### src/rtl/asc_defines.svh
`ifndef ASC_DEFINES_SVH
`define ASC_DEFINES_SVH
// ==========================================================
// timing of the sram pin sequence, clock at 10 MHz
`define ASC_CLK_PERIOD_NS   100
`define ASC_ADDR_W          20
`define ASC_DATA_W          16
// write strobe low time: float delay plus data setup, in ns
`define ASC_FLOAT_DELAY_NS  8
`define ASC_DATA_SETUP_NS   8
`define ASC_STROBE_NS       (`ASC_FLOAT_DELAY_NS + `ASC_DATA_SETUP_NS)
// least time rounds up, plus one spare cycle
`define ASC_STROBE_CYC      (((`ASC_STROBE_NS + `ASC_CLK_PERIOD_NS - 1) / `ASC_CLK_PERIOD_NS) + 1)
// read access time, in ns and in cycles
`define ASC_ACCESS_NS       15
`define ASC_ACCESS_CYC      (((`ASC_ACCESS_NS + `ASC_CLK_PERIOD_NS - 1) / `ASC_CLK_PERIOD_NS) + 1)
`define ASC_CNT_W           4
`endif

### src/rtl/asc_pkg.sv
// ==========================================================
// types shared by the controller modules
package asc_pkg;
   // one-hot states of the access sequencer
   typedef enum logic [4:0] {
      ASC_IDLE   = 5'h01,
      ASC_RSETUP = 5'h02,
      ASC_RWAIT  = 5'h04,
      ASC_WLOW   = 5'h08,
      ASC_WEND   = 5'h10
   } asc_state_t;
endpackage

### src/rtl/asc_pins_if.sv
`timescale 1ns/100ps
// ==========================================================
// sram pin bundle between sequencer and pin driver
interface asc_pins_if;
   logic        select_en;   // select the memory
   logic        read_en;     // output enable active
   logic        write_en;    // write strobe active
   logic [1:0]  lanes;       // byte lanes in use, bit0 low lane
   logic        drive_en;    // host drives data lanes
   modport seq (output select_en, output read_en, output write_en, output lanes,
                output drive_en);
   modport drv (input select_en, input read_en, input write_en, input lanes,
                input drive_en);
endinterface

### src/rtl/asc_pin_drv.sv
`timescale 1ns/100ps
`include "asc_defines.svh"
// ==========================================================
// pin driver: turns sequencer levels into pin levels, active low except second select and data enable
module asc_pin_drv (
   input  wire logic    clk_in,
   input  wire logic    rst_n_in,
   asc_pins_if.drv      pins,
   output logic         first_select_n_out,
   output logic         second_select_out,
   output logic         output_enable_n_out,
   output logic         write_strobe_n_out,
   output logic         low_byte_sel_n_out,
   output logic         high_byte_sel_n_out,
   output logic         data_oe_out
);
   // ==========================================================
   // registered pins, all idle / deselected at reset: high except second select and data enable, which reset low
   always_ff @(posedge clk_in or negedge rst_n_in) begin
      if (!rst_n_in) begin
         first_select_n_out  <= 1'b1;
         second_select_out   <= 1'b0;
         output_enable_n_out <= 1'b1;
         write_strobe_n_out  <= 1'b1;
         low_byte_sel_n_out  <= 1'b1;
         high_byte_sel_n_out <= 1'b1;
         data_oe_out         <= 1'b0;
      end else begin
         first_select_n_out  <= ~pins.select_en;
         second_select_out   <= pins.select_en;
         output_enable_n_out <= ~pins.read_en;
         write_strobe_n_out  <= ~pins.write_en;
         low_byte_sel_n_out  <= ~pins.lanes[0];
         high_byte_sel_n_out <= ~pins.lanes[1];
         data_oe_out         <= pins.drive_en;
      end
   end
endmodule // asc_pin_drv

### src/rtl/asc_ctrl.sv
`timescale 1ns/100ps
`include "asc_defines.svh"
// ==========================================================
// Overview of operation
// - data held across the edge ending write
// - host never drives while memory drives lanes
// - write strobe high for every read
// - address valid before select falls
// - strobe at least float delay plus setup
// ==========================================================
module asc_ctrl #(
   parameter int ADDR_W = `ASC_ADDR_W,
   parameter int DATA_W = `ASC_DATA_W
) (
   input  wire logic              clock_in,
   input  wire logic              resetn_in,
   input  wire logic              req_in,          // start access, level sampled in idle
   input  wire logic              req_write_in,    // 1 write, 0 read
   input  wire logic [1:0]        req_lanes_in,    // byte lanes, bit0 low
   input  wire logic [ADDR_W-1:0] req_addr_in,
   input  wire logic [DATA_W-1:0] req_wdata_in,
   input  wire logic [DATA_W-1:0] mem_data_in,     // data lanes as seen at pins
   input  wire logic              ecc_fix_flag_in, // memory corrected-error flag
   output logic                   busy_out,
   output logic                   done_out,        // high for one cycle at completion
   output logic [DATA_W-1:0]      rdata_out,
   output logic                   rfix_out,        // read was corrected
   output logic [ADDR_W-1:0]      mem_addr_out,
   output logic [DATA_W-1:0]      mem_data_out,
   output logic                   mem_data_oe_out,
   output logic                   first_select_n_out,
   output logic                   second_select_out,
   output logic                   output_enable_n_out,
   output logic                   write_strobe_n_out,
   output logic                   low_byte_sel_n_out,
   output logic                   high_byte_sel_n_out
);
   // ==========================================================
   // reset release through two flip-flops
   // assertion is immediate; release waits two clock edges so that
   // no flip-flop below leaves reset on a partial clock
   logic rst_meta_q;  // first stage
   logic rst_n_q;     // synchronous copy used below
   always_ff @(posedge clock_in or negedge resetn_in) begin
      if (!resetn_in) begin
         rst_meta_q <= 1'b0;
         rst_n_q    <= 1'b0;
      end else begin
         rst_meta_q <= 1'b1;
         rst_n_q    <= rst_meta_q;
      end
   end

   asc_pins_if pins ();
   asc_pkg::asc_state_t state_q;               // sequencer state
   logic [`ASC_CNT_W-1:0] cnt_q;               // cycle counter
   logic                  write_q;             // latched direction
   logic [1:0]            lanes_q;             // latched lanes

   // lane mask function, used for read merge
   function automatic logic [DATA_W-1:0] lane_mask(input logic [1:0] ln);
      lane_mask = {{(DATA_W/2){ln[1]}}, {(DATA_W/2){ln[0]}}};
   endfunction

   // a request is taken only with at least one lane; zero lanes
   // would neither read nor write, so such a request is dropped
   function automatic logic take_ok(input logic req, input logic [1:0] ln);
      take_ok = req && (ln != 2'h0);
   endfunction

   // last cycle of the read access wait, where data is captured
   function automatic logic read_end(input asc_pkg::asc_state_t st,
                                     input logic [`ASC_CNT_W-1:0] cnt);
      read_end = (st == asc_pkg::ASC_RWAIT) && (cnt == `ASC_CNT_W'(`ASC_ACCESS_CYC));
   endfunction

   // ==========================================================
   // sequencer: read = setup, wait access; write = setup, strobe low, end
   // read:  idle -> setup -> access wait for ACCESS_CYC+1 cycles
   // write: idle -> setup -> strobe low for STROBE_CYC+1 cycles -> end
   // the setup cycle puts the address on the pins two cycles ahead of
   // the select; the end cycle keeps select, lanes and data after the
   // strobe has risen, so the strobe edge always ends the write
   // pins follow the state one register later, in the pin driver
   // a request arriving while busy is not taken; it must be held
   always_ff @(posedge clock_in or negedge rst_n_q) begin
      if (!rst_n_q) begin
         state_q <= asc_pkg::ASC_IDLE;
         cnt_q   <= '0;
         write_q <= 1'b0;
         lanes_q <= 2'h0;
      end else begin
         case (state_q)
            asc_pkg::ASC_IDLE: begin
               // idle: wait for a request that has lanes
               // zero lanes would write nothing; ignore such request
               if (take_ok(req_in, req_lanes_in)) begin
                  write_q <= req_write_in;
                  lanes_q <= req_lanes_in;
                  cnt_q   <= '0;
                  // address settles two cycles before select falls
                  state_q <= asc_pkg::ASC_RSETUP;
               end
            end
            asc_pkg::ASC_RSETUP: begin
               // one cycle of address setup before the select
               cnt_q   <= '0;
               state_q <= write_q ? asc_pkg::ASC_WLOW : asc_pkg::ASC_RWAIT;
            end
            asc_pkg::ASC_RWAIT: begin
               // access wait, counted up to the capture cycle
               if (read_end(state_q, cnt_q)) begin
                  state_q <= asc_pkg::ASC_IDLE;
               end else begin
                  cnt_q <= cnt_q + `ASC_CNT_W'(1);
               end
            end
            asc_pkg::ASC_WLOW: begin
               // strobe held long enough for float plus setup
               if (cnt_q == `ASC_CNT_W'(`ASC_STROBE_CYC)) begin
                  state_q <= asc_pkg::ASC_WEND;
               end else begin
                  cnt_q <= cnt_q + `ASC_CNT_W'(1);
               end
            end
            asc_pkg::ASC_WEND: begin
               // strobe already high; select, lanes and data held
               state_q <= asc_pkg::ASC_IDLE;
            end
            default: begin
               // unused code: back to idle
               state_q <= asc_pkg::ASC_IDLE;
            end
         endcase
      end
   end

   // ==========================================================
   // pin levels from state
   // every level is a plain decode of the state (lanes also of lanes_q), so the pin driver
   // registers all of them on one edge with no skew between them
   always_comb begin
      pins.select_en = (state_q == asc_pkg::ASC_WLOW) ||
                       (state_q == asc_pkg::ASC_RWAIT) ||
                       (state_q == asc_pkg::ASC_WEND);
      // output enable off during writes, so memory never drives then
      pins.read_en   = (state_q == asc_pkg::ASC_RWAIT);
      // strobe low only in its own state; it rises before select and data
      pins.write_en  = (state_q == asc_pkg::ASC_WLOW);
      pins.lanes     = pins.select_en ? lanes_q : 2'h0;
      // data driven while strobe low and one cycle after strobe rises
      pins.drive_en  = (state_q == asc_pkg::ASC_WLOW) ||
                       (state_q == asc_pkg::ASC_WEND);
   end

   // pin driver: registers every pin level, idle levels in reset
   asc_pin_drv u_drv (
      .clk_in              (clock_in),
      .rst_n_in            (rst_n_q),
      .pins                (pins),
      .first_select_n_out  (first_select_n_out),
      .second_select_out   (second_select_out),
      .output_enable_n_out (output_enable_n_out),
      .write_strobe_n_out  (write_strobe_n_out),
      .low_byte_sel_n_out  (low_byte_sel_n_out),
      .high_byte_sel_n_out (high_byte_sel_n_out),
      .data_oe_out         (mem_data_oe_out)
   );

   // ==========================================================
   // address and write data, latched at request
   // both stay put until the next accepted request, which keeps them
   // steady from before the select falls until after the write ends
   // a dropped request (no lanes) leaves them unchanged
   always_ff @(posedge clock_in or negedge rst_n_q) begin
      if (!rst_n_q) begin
         mem_addr_out <= '0;
         mem_data_out <= '0;
      end else if ((state_q == asc_pkg::ASC_IDLE) && take_ok(req_in, req_lanes_in)) begin
         mem_addr_out <= req_addr_in;
         mem_data_out <= req_wdata_in;
      end
   end

   // ==========================================================
   // read capture at end of access wait, status outputs
   // capture falls on the last access cycle, when the lanes have been
   // selected and enabled for every wait cycle after the first and the flag is valid
   always_ff @(posedge clock_in or negedge rst_n_q) begin
      if (!rst_n_q) begin
         rdata_out <= '0;
         rfix_out  <= 1'b0;
         done_out  <= 1'b0;
         busy_out  <= 1'b0;
      end else begin
         done_out <= 1'b0;
         // busy rises with the accepted request, falls after done
         busy_out <= (state_q != asc_pkg::ASC_IDLE) ||
                     take_ok(req_in, req_lanes_in);
         if (read_end(state_q, cnt_q)) begin
            // only selected lanes hold valid data; others read zero
            rdata_out <= mem_data_in & lane_mask(lanes_q);
            rfix_out  <= ecc_fix_flag_in;
            done_out  <= 1'b1;
         end else if (state_q == asc_pkg::ASC_WEND) begin
            // write complete one cycle after the strobe rose
            done_out <= 1'b1;
         end
      end
   end
endmodule // asc_ctrl

### config.mk
export PLATFORM = sky130hd
export DESIGN_NAME = asc_ctrl
export DESIGN_NICKNAME = d
export VERILOG_FILES = /design/src/rtl/asc_pkg.sv /design/src/rtl/asc_pins_if.sv /design/src/rtl/asc_pin_drv.sv /design/src/rtl/asc_ctrl.sv
export VERILOG_INCLUDE_DIRS = /design/src /design/src/rtl
export SDC_FILE = /design/constraint.sdc
export NUM_CORES = 1
export LEC_CHECK = 0
export BUFFER_PORTS_ARGS = -buffer_cell sky130_fd_sc_hd__buf_2
export CORE_MARGIN = 2
export CORE_UTILIZATION = 43
export CTS_CLUSTER_SIZE = 25
export DETAILED_ROUTE_END_ITERATION = 8
export PLACE_DENSITY = 0.75
export SLEW_MARGIN = 0
export SYNTH_ARGS = -nofsm -noshare
export SYNTH_HDL_FRONTEND = slang
export SYNTH_SLANG_ARGS = --single-unit
### constraint.sdc
create_clock -name clock_in -period 2.5 [get_ports clock_in]
set_clock_uncertainty 0.05 [all_clocks]
set_input_delay 0.125 -clock clock_in [delete_from_list [all_inputs] [get_ports clock_in]]
set_output_delay 0.125 -clock clock_in [all_outputs]
set_load 0.05 [all_outputs]
==> out/results.tsv, run 1 <==
metric	value	unit
grt total ovfl	0	
CP bufs+invs	1	
fin. max-slew vios	0	
die area	7740	um^2
CP max FO	29	
final core occ	0.666	
CP Launch Type	register	
critical path's slowest cell	nor3b_4	
Sink Count	76	
Routed Wire Length	7150	um
Final nets	475	
vias in the first global route	2450	
DIE WIDTH	88.0	um
critical path arrival	2.21	ns
final hold vios	0	
CTS Buffer Depth	2	
routed length per placed instance	13.9	um
post-synth net total	295	
GRT Util Overall	0.189	
number of remaining DRC errors	0	
Area Overhead vs Synth	49.2	%
Vias	2427	
sw frac	0.448	
Hold Crit Depth	3	
FMAX	490	MHz
Synth area leaders	dfrtp_1 (58%), mux2_1 (14%), dfstp_2 (5.2%)	
hold_ws	0.0379	ns
root buffer selected by CTS	clkbuf_8	
Worst slew margin	0.371	
Synth Area in Simple Gates	0.112	
Final Power	5.49	mW
DP HPWL	4310	um
Stages on worst setup path	4	
P_leak	2.15	nW
cts bufs inserted	9	
first-pass GRT wire length	11200	um
share of total power in combinational logic	0.444	
Placement Rows	30	
sum of negative setup slack	0	ns
Final Instance Area	4520	um^2
share of cells above drive strength 1	0.353	
Syn Area/Cell	13.0	um^2
Antenna Violating Nets Remaining	0	
Slew @ Worst Pin	0.943	ns
Max IR drop VDD	0.590	mV
Post-Synthesis Cells	234	
sequential power share	0.354	
Post-Synth XOR/XNOR Area	0.00289	
crit-path max cell delay	0.51	ns
DR pass1 iterations	4	
status	finished clean	
CTS tree	built	
synth warn	0	
vias per cell	4.71	
worst-path cell chain	nor3_4, nor3b_4, buf_12, mux2_1	
critical path type	register to register	
max-cap viol count	0	
Skew-Pair Late Insertion Delay	0.34	ns
port bufs	120	
sequential cell area fraction in the yosys report	0.630	
diode count	0	
placed inst area	3710	um^2
crit path time final	2.04	ns
RSZ-0062 raised after global routing	no	
CP Capture Type	register	
Setup violations, final	0	
Worst-path clk slew	0.07	ns
Worst Path Required	2.67	ns
Psw	2.46	mW
internal power	3.03	mW
area fraction in compound gates after synthesis	0.0661	
initial drt markers	67	
initial antenna violation count	0	
R2R depth	4	
cell taking the most area after synthesis	dfrtp_1	
DIE HEIGHT	88.0	um
I/O pin cnt	121	
hold crit path type	primary input to register	
Power Density	1210	nW/um^2
share of the synthesized area in the top cell type	0.578	
clock share of power	0.203	
Post-Synthesis Cell Area	3030	um^2
Max H-tree Level	3	
starting density of the core	0.446	
final period utilization	0.817	
largest net degree at the start of global routing	75	
GP Congestion	0.832	
adder-cell area share of the yosys netlist	0.00826	
multiplexer area fraction after synthesis	0.149	
main combinational cell family by area after synthesis	multiplexers	
delay-heaviest family, CP	simple AND/OR/NAND/NOR gates	
register bit total from synthesis	76	
Distinct cells, synth	39	
Placeable Area	6790	um^2
Yosys cell counts (all sizes together):
cell type	count
nor4b	1
a2111o	1
a21oi	1
nand3b	2
nand2	38
ha	2
a211o	1
or3b	1
nand3	3
a2111oi	1
a221o	1
dfrtp	70
nor4	1
buf	9
nor2	4
o31ai	1
o211ai	1
inv	3
mux2	40
nand2b	2
dfstp	6
and2	1
and3	1
a22o	1
o22ai	1
clkbuf	2
o21ai	22
xor2	1
conb	1
nor3	4
o21a	1
nor2b	5
a31o	1
nor3b	4
per-layer routing:
layer	vias up	part of all wire	GRT usage	wire length, um
li1	1165	-	-	-
met1	1172	0.41	0.230	2950
met2	78	0.52	0.326	3710
met3	12	0.053	0.0386	376
met4	0	0.015	0.0825	108
met5	-	0	0	0
flip-flops by register name, indices dropped and copies added (netlist names), 2 cells and up:
| name | cells |
|---|---|
| cnt_q | 4 |
| rdata_out | 16 |
| mem_addr_out | 20 |
| mem_data_out | 16 |
| lanes_q | 2 |
| state_q | 5 |
metrics by stage:
stage | instances | setup slack (ns)
floorplan | 234 | 0.187
global placement | 442 | 0.561
detailed placement | 442 | 0.463
CTS | 515 | 0.457
global route | 515 | 0.328
finish | 515 | 0.459
cell type report:
type | instances | area, um^2
Multi-Input combinational cell | 144 | 1030
Sequential cell | 76 | 1910
Timing Repair Buffer | 180 | 1210
Fill cell | 510 | 2270
Inverter | 3 | 11.3
Tap cell | 96 | 120
Clock buffer | 12 | 145
Clock inverter | 4 | 97.6
power groups by stage:
| stage | logic, mW | registers (mW) | clock network [mW] |
|---|---|---|---|
| final | 2.43 | 1.94 | 1.11 |
| after global routing | 2.58 | 2.00 | 1.19 |
| after CTS | 2.44 | 1.93 | 1.15 |
| after detailed placement | 2.37 | 1.96 | 0 |
| after global placement | 2.33 | 1.94 | 0 |
| after floorplan | 0.659 | 3.11 | 0 |
final timing paths:
path	end	slack [ns]	startpoint
min in group asynchronous	rst_n_q	0.05	resetn_in
max	mem_addr_out[12]	0.46	state_q[2]
min	rdata_out[9]	0.04	mem_data_in[9]
min reg2reg	rst_n_q	0.31	rst_meta_q
max reg2reg	mem_addr_out[12]	0.46	state_q[2]
max in group asynchronous	mem_data_out[6]	1.36	rst_n_q
logic make-up (layout without fill, tap and decap cells):
| group | after synthesis | after routing |
|---|---|---|
| AO/OA/AOI/OAI | 33 | 33 |
| other | 1 | 1 |
| XOR/XNOR | 1 | 1 |
| flip-flops | 76 | 76 |
| buffers and inverters | 14 | 199 |
| adder cells (fa/ha/maj) | 2 | 2 |
| multiplexers | 40 | 40 |
| AND/OR/NAND/NOR | 67 | 67 |
worst min-delay path, cell delays in order:
cell     delay (ns)
buf_2          0.10
nand2_1        0.05
o21ai_0        0.10
what timing repair did:
action                    in CTS  in global routing
hold endpoints to repair      58                  0
gates resized for setup        0                  0
setup buffers                  0                  0
hold buffers                  57                  0
cell usage in the layout, fill, tap and decap left out, types with 4 or more instances in the layout:
cell type	instances
nor2b_1	5
nor2_1	4
dlygate4sd3_1	57
dfrtp_1	69
o21ai_0	22
dfstp_2	6
mux2_1	39
nand2_1	38
buf_2	120
clkbuf_8	10
(Power assumes the default switching activity.)
==> inputs of run 2 (changes only) <==
--- a/config.mk
+++ b/config.mk
@@ -8,7 +8,7 @@
 export LEC_CHECK = 0
 export BUFFER_PORTS_ARGS = -buffer_cell sky130_fd_sc_hd__buf_2
 export CORE_MARGIN = 2
-export CORE_UTILIZATION = 43
+export CORE_UTILIZATION = 45
 export CTS_CLUSTER_SIZE = 25
 export DETAILED_ROUTE_END_ITERATION = 8
 export PLACE_DENSITY = 0.75
==> constraint.sdc (replaced) <==
create_clock -name clock_in -period 2.09 [get_ports clock_in]
set_clock_uncertainty 0.05 [all_clocks]
set_input_delay 0.1045 -clock clock_in [delete_from_list [all_inputs] [get_ports clock_in]]
set_output_delay 0.1045 -clock clock_in [all_outputs]
set_load 0.05 [all_outputs]
==> out/results.tsv, run 2 (same netlist as run 1, synthesis figures left out) <==
metric	value	unit	change
status	finished clean		
Slew @ Worst Pin	0.555	ns	-0.388 ns
crit path time final	1.89	ns	-0.150 ns
fin. max-slew vios	0		unchanged
DR pass1 iterations	4		unchanged
diode count	0		unchanged
sequential power share	0.372		+0.018
first-pass GRT wire length	11300	um	+1.5%
post-CTS setup buffer count	0		unchanged
Worst slew margin	0.630		+0.259
die area	7410	um^2	-4.3%
Placeable Area	6420	um^2	-5.5%
DIE WIDTH	86.1	um	-2.1%
Top reg by flops	mem_addr_out		
Max H-tree Level	3		unchanged
starting density of the core	0.472		+0.0258
biggest regs	mem_addr_out (20), mem_data_out (16), rdata_out (16)		
hold_buf cts	58		+1.8%
initial drt markers	114		+70%
RSZ-0062 raised after global routing	no		
share of cells above drive strength 1	0.355		+0.00223
placed inst area	3720	um^2	+0.37%
CTS tree	built		
routed length per placed instance	14.0	um	+1.1%
GP Congestion	0.789		-5.2%
Psw	2.95	mW	+20%
share of total power in combinational logic	0.474		+0.030
critical path type	register to register		
delay-heaviest family, CP	simple AND/OR/NAND/NOR gates		
DP HPWL	4320	um	+0.27%
grt total ovfl	0		unchanged
FMAX	529	MHz	+8.0%
sw frac	0.477		+0.0288
worst-path cell chain	inv_1, ha_1, or3b_2, o211ai_1, nor3b_1, a221o_1		
Area Overhead vs Synth	47.6	%	
crit-path max cell delay	0.49	ns	-0.02 ns
Vias	2463		+1.5%
internal power	3.24	mW	+6.9%
Power Density	1380	nW/um^2	+14%
final period utilization	0.905		+0.0882
final hold vios	0		unchanged
cts bufs inserted	9		unchanged
R2R setup slack	0.20	ns	-0.26 ns
Sink Count	76		unchanged
number of remaining DRC errors	0		unchanged
I/O pin cnt	121		unchanged
hold crit path type	primary input to asynchronous set/reset pin		
DIE HEIGHT	86.1	um	-2.1%
commonest non-fill, non-tap cell in the layout	buf_2		
Max IR drop VDD	0.910	mV	+54%
initial antenna violation count	0		unchanged
R2R depth	6		+2
# fillers	446		-13%
post-route non-filler standard cell count	499		-3.1%
Final Instance Area	4470	um^2	-1.1%
clock share of power	0.154		-0.049
Routed Wire Length	7000	um	-2.1%
critical path's slowest cell	or3b_2		
FF-to-FF End	cnt_q[2]		
vias per cell	4.94		+4.7%
reg-to-reg startpoint	cnt_q[0]		
Setup violations, final	0		unchanged
port bufs	120		unchanged
sum of negative setup slack	0	ns	unchanged
Final nets	478		+0.63%
Skew-Pair Late Insertion Delay	0.33	ns	about the same
Gates resized, CTS repair	0		unchanged
Worst Path Required	2.26	ns	-0.41 ns
multi-input logic area	1030	um^2	unchanged
CP Capture Type	register		
GRT Util Overall	0.195		+0.00569
Final Power	6.19	mW	+13%
CTS Buffer Depth	2		unchanged
Antenna Violating Nets Remaining	0		unchanged
max-cap viol count	0		unchanged
Placement Rows	29		-3.3%
most frequent cells in the layout	buf_2 (120), dfrtp_1 (69), dlygate4sd3_1 (58)		
vias in the first global route	2545		+3.9%
CP max FO	5		-83%
critical path arrival	2.06	ns	-0.15 ns
Worst-path clk slew	0.08	ns	about the same
CP bufs+invs	1		unchanged
largest net degree at the start of global routing	33		-56%
FF/Latch Area	1910	um^2	-0.13%
P_leak	2.12	nW	-1.0%
max reg flops	20		unchanged
CP Launch Type	register		
Cells after DPL	425		-3.8%
root buffer selected by CTS	clkbuf_8		
run 2: per-stage QoR:
step | setup WS [ns] | hold slack, ns | util
after floorplan | 0.336 | -0.241 | -
after global placement | 0.202 | -0.157 | 0.580
after detailed placement | 0.190 | -0.154 | 0.580
after CTS | 0.186 | 0.00811 | 0.696
after global routing | 0.0981 | 0.0434 | 0.696
final | 0.199 | 0.0366 | 0.696
run 2: final cells by class:
type                    count  area share
flip-flops and latches     76       0.427
repair buffers            183       0.281
multi-input cells         144       0.230
clock buffers              11      0.0294
well taps                  77      0.0215
clock inverters             5     0.00867
inverters                   3     0.00252
run 2: how the worst max path moves through the flow:
stage	startpoint	end	slack, ns	cells past startpoint
after global routing	state_q[1]	rdata_out[11]	0.1	4
after floorplan	cnt_q[0]	cnt_q[2]	0.34	6
final	cnt_q[0]	cnt_q[2]	0.20	6
after global placement	cnt_q[0]	cnt_q[2]	0.20	6
after detailed placement	cnt_q[0]	cnt_q[2]	0.19	6
after CTS	cnt_q[0]	cnt_q[2]	0.19	6
run 2: power groups by stage:
stage / Combinational [mW] / Sequential (mW) / Clock [mW]
floorplan: 0.789 / 3.72 / 0
global placement: 2.81 / 2.29 / 0
detailed placement: 2.85 / 2.32 / 0
CTS: 2.93 / 2.29 / 0.982
global route: 3.09 / 2.37 / 1.04
finish: 2.93 / 2.31 / 0.952
run 2: layer usage:
metal,track usage,share of wire,vias to the layer above,routed length (um)
li1,-,-,1177,-
met1,0.236,0.42,1177,2930
met2,0.340,0.49,101,3440
met3,0.0491,0.080,8,557
met4,0.0635,0.010,0,72
met5,0,0,-,0
==> inputs of run 3 (changes only) <==
--- a/config.mk
+++ b/config.mk
@@ -7,10 +7,12 @@
 export NUM_CORES = 1
 export LEC_CHECK = 0
 export BUFFER_PORTS_ARGS = -buffer_cell sky130_fd_sc_hd__buf_2
+export CAP_MARGIN = 20
 export CORE_MARGIN = 2
 export CORE_UTILIZATION = 45
 export CTS_CLUSTER_SIZE = 25
 export DETAILED_ROUTE_END_ITERATION = 8
+export HOLD_SLACK_MARGIN = 0.15
 export PLACE_DENSITY = 0.75
 export SLEW_MARGIN = 0
 export SYNTH_ARGS = -nofsm -noshare
==> out/results.tsv, run 3 (same netlist as run 1, synthesis figures left out) <==
metric	value	unit	change
status	finished clean		
first-pass GRT wire length	11400	um	+0.31%
FF-to-FF End	cnt_q[2]		
Psw	2.95	mW	+0.17%
Placement Rows	29		unchanged
sum of negative setup slack	0	ns	unchanged
Antenna Violating Nets Remaining	0		unchanged
hold crit path type	register to asynchronous set/reset pin		
max reg flops	20		unchanged
sw frac	0.476		about the same
reg-to-reg startpoint	cnt_q[0]		
most frequent cells in the layout	buf_2 (120), dfrtp_1 (69), dlygate4sd3_1 (60)		
R2R depth	6		unchanged
share of total power in combinational logic	0.475		about the same
Final nets	480		+0.42%
final hold vios	0		unchanged
CP max FO	5		unchanged
largest net degree at the start of global routing	33		unchanged
Worst Path Required	2.26	ns	about the same
clock share of power	0.153		about the same
Power Density	1380	nW/um^2	-0.23%
crit path time final	1.90	ns	+0.00551 ns
Placeable Area	6420	um^2	unchanged
vias in the first global route	2527		-0.71%
Worst-path clk slew	0.08	ns	about the same
final period utilization	0.907		+0.00264
share of cells above drive strength 1	0.354		-0.00168
Worst slew margin	0.635		+0.00438
die area	7410	um^2	unchanged
fin. max-slew vios	0		unchanged
critical path type	register to register		
R2R setup slack	0.19	ns	about the same
max-cap viol count	0		unchanged
CP Launch Type	register		
GP Congestion	0.789		unchanged
commonest non-fill, non-tap cell in the layout	buf_2		
Slew @ Worst Pin	0.548	ns	-0.00656 ns
CP Capture Type	register		
grt total ovfl	0		unchanged
port bufs	120		unchanged
CTS Buffer Depth	2		unchanged
FMAX	527	MHz	-0.29%
routed length per placed instance	14.1	um	+0.63%
P_leak	2.13	nW	+0.48%
cts bufs inserted	9		unchanged
placed inst area	3720	um^2	unchanged
Gates resized, CTS repair	0		unchanged
Area Overhead vs Synth	48.3	%	
Max H-tree Level	3		unchanged
Top reg by flops	mem_addr_out		
root buffer selected by CTS	clkbuf_8		
DIE WIDTH	86.1	um	unchanged
initial antenna violation count	0		unchanged
Routed Wire Length	7070	um	+1.0%
initial drt markers	120		+5.3%
Final Power	6.20	mW	+0.22%
DP HPWL	4320	um	unchanged
starting density of the core	0.472		unchanged
sequential power share	0.372		about the same
RSZ-0062 raised after global routing	no		
diode count	0		unchanged
GRT Util Overall	0.196		+0.000697
internal power	3.25	mW	+0.27%
number of remaining DRC errors	0		unchanged
Setup violations, final	0		unchanged
biggest regs	mem_addr_out (20), mem_data_out (16), rdata_out (16)		
Sink Count	76		unchanged
CTS tree	built		
Vias	2457		-0.24%
vias per cell	4.90		-0.64%
critical path arrival	2.07	ns	about the same
Max IR drop VDD	0.908	mV	-0.24%
Skew-Pair Late Insertion Delay	0.33	ns	about the same
DIE HEIGHT	86.1	um	unchanged
I/O pin cnt	121		unchanged
DR pass1 iterations	4		unchanged
Final Instance Area	4490	um^2	+0.45%
## run 3: worst max-delay path by stage
stage / start / end / slack (ns) / depth (start not counted)
2_1_floorplan: cnt_q[0] / cnt_q[2] / 0.34 / 6
3_3_place_gp: cnt_q[0] / cnt_q[2] / 0.20 / 6
3_5_place_dp: cnt_q[0] / cnt_q[2] / 0.19 / 6
4_1_cts: cnt_q[0] / cnt_q[2] / 0.19 / 6
5_1_grt: cnt_q[0] / cnt_q[2] / 0.11 / 6
6_report: cnt_q[0] / cnt_q[2] / 0.19 / 6
## run 3: through the flow
step | hold WS [ns] | util | cells | setup WS (ns)
3_5_place_dp | -0.154 | 0.580 | 425 | 0.190
6_report | 0.210 | 0.700 | 501 | 0.193
5_1_grt | 0.267 | 0.700 | 501 | 0.106
4_1_cts | 0.232 | 0.700 | 501 | 0.186
2_1_floorplan | -0.241 | - | 234 | 0.336
3_3_place_gp | -0.157 | 0.580 | 425 | 0.202
## run 3: critical path, stage by stage (launching register included)
cell and delay [ns]:
dfrtp_1 0.41, inv_1 0.09, ha_1 0.15, or3b_2 0.49
o211ai_1 0.24, nor3b_1 0.09, a221o_1 0.26
## run 3: final cells by class
cell class / count / area, um^2
tap: 77 / 96.3
inverter: 3 / 11.3
clock inverter: 5 / 38.8
clock buffer: 11 / 131
multi-input combinational: 144 / 1030
sequential: 76 / 1910
fill: 446 / 1930
timing repair buffer: 185 / 1280
## run 3: layer usage
layer,vias to the layer above,GRT usage,routed length (um)
met5,-,0,0
met4,0,0.0606,72
met3,8,0.0472,552
met2,105,0.342,3480
met1,1165,0.239,2970
li1,1179,-,-
## run 3: repair_timing
action,in CTS,in global routing
setup buffers,0,0
endpoints found under the hold margin,59,0
hold buffers,60,0
## run 3: power groups by stage
stage | clock network [mW] | registers [mW] | logic (mW)
after global placement | 0 | 2.29 | 2.81
after global routing | 1.04 | 2.37 | 3.10
after floorplan | 0 | 3.72 | 0.789
after detailed placement | 0 | 2.32 | 2.85
final | 0.949 | 2.31 | 2.95
after CTS | 0.982 | 2.29 | 2.94
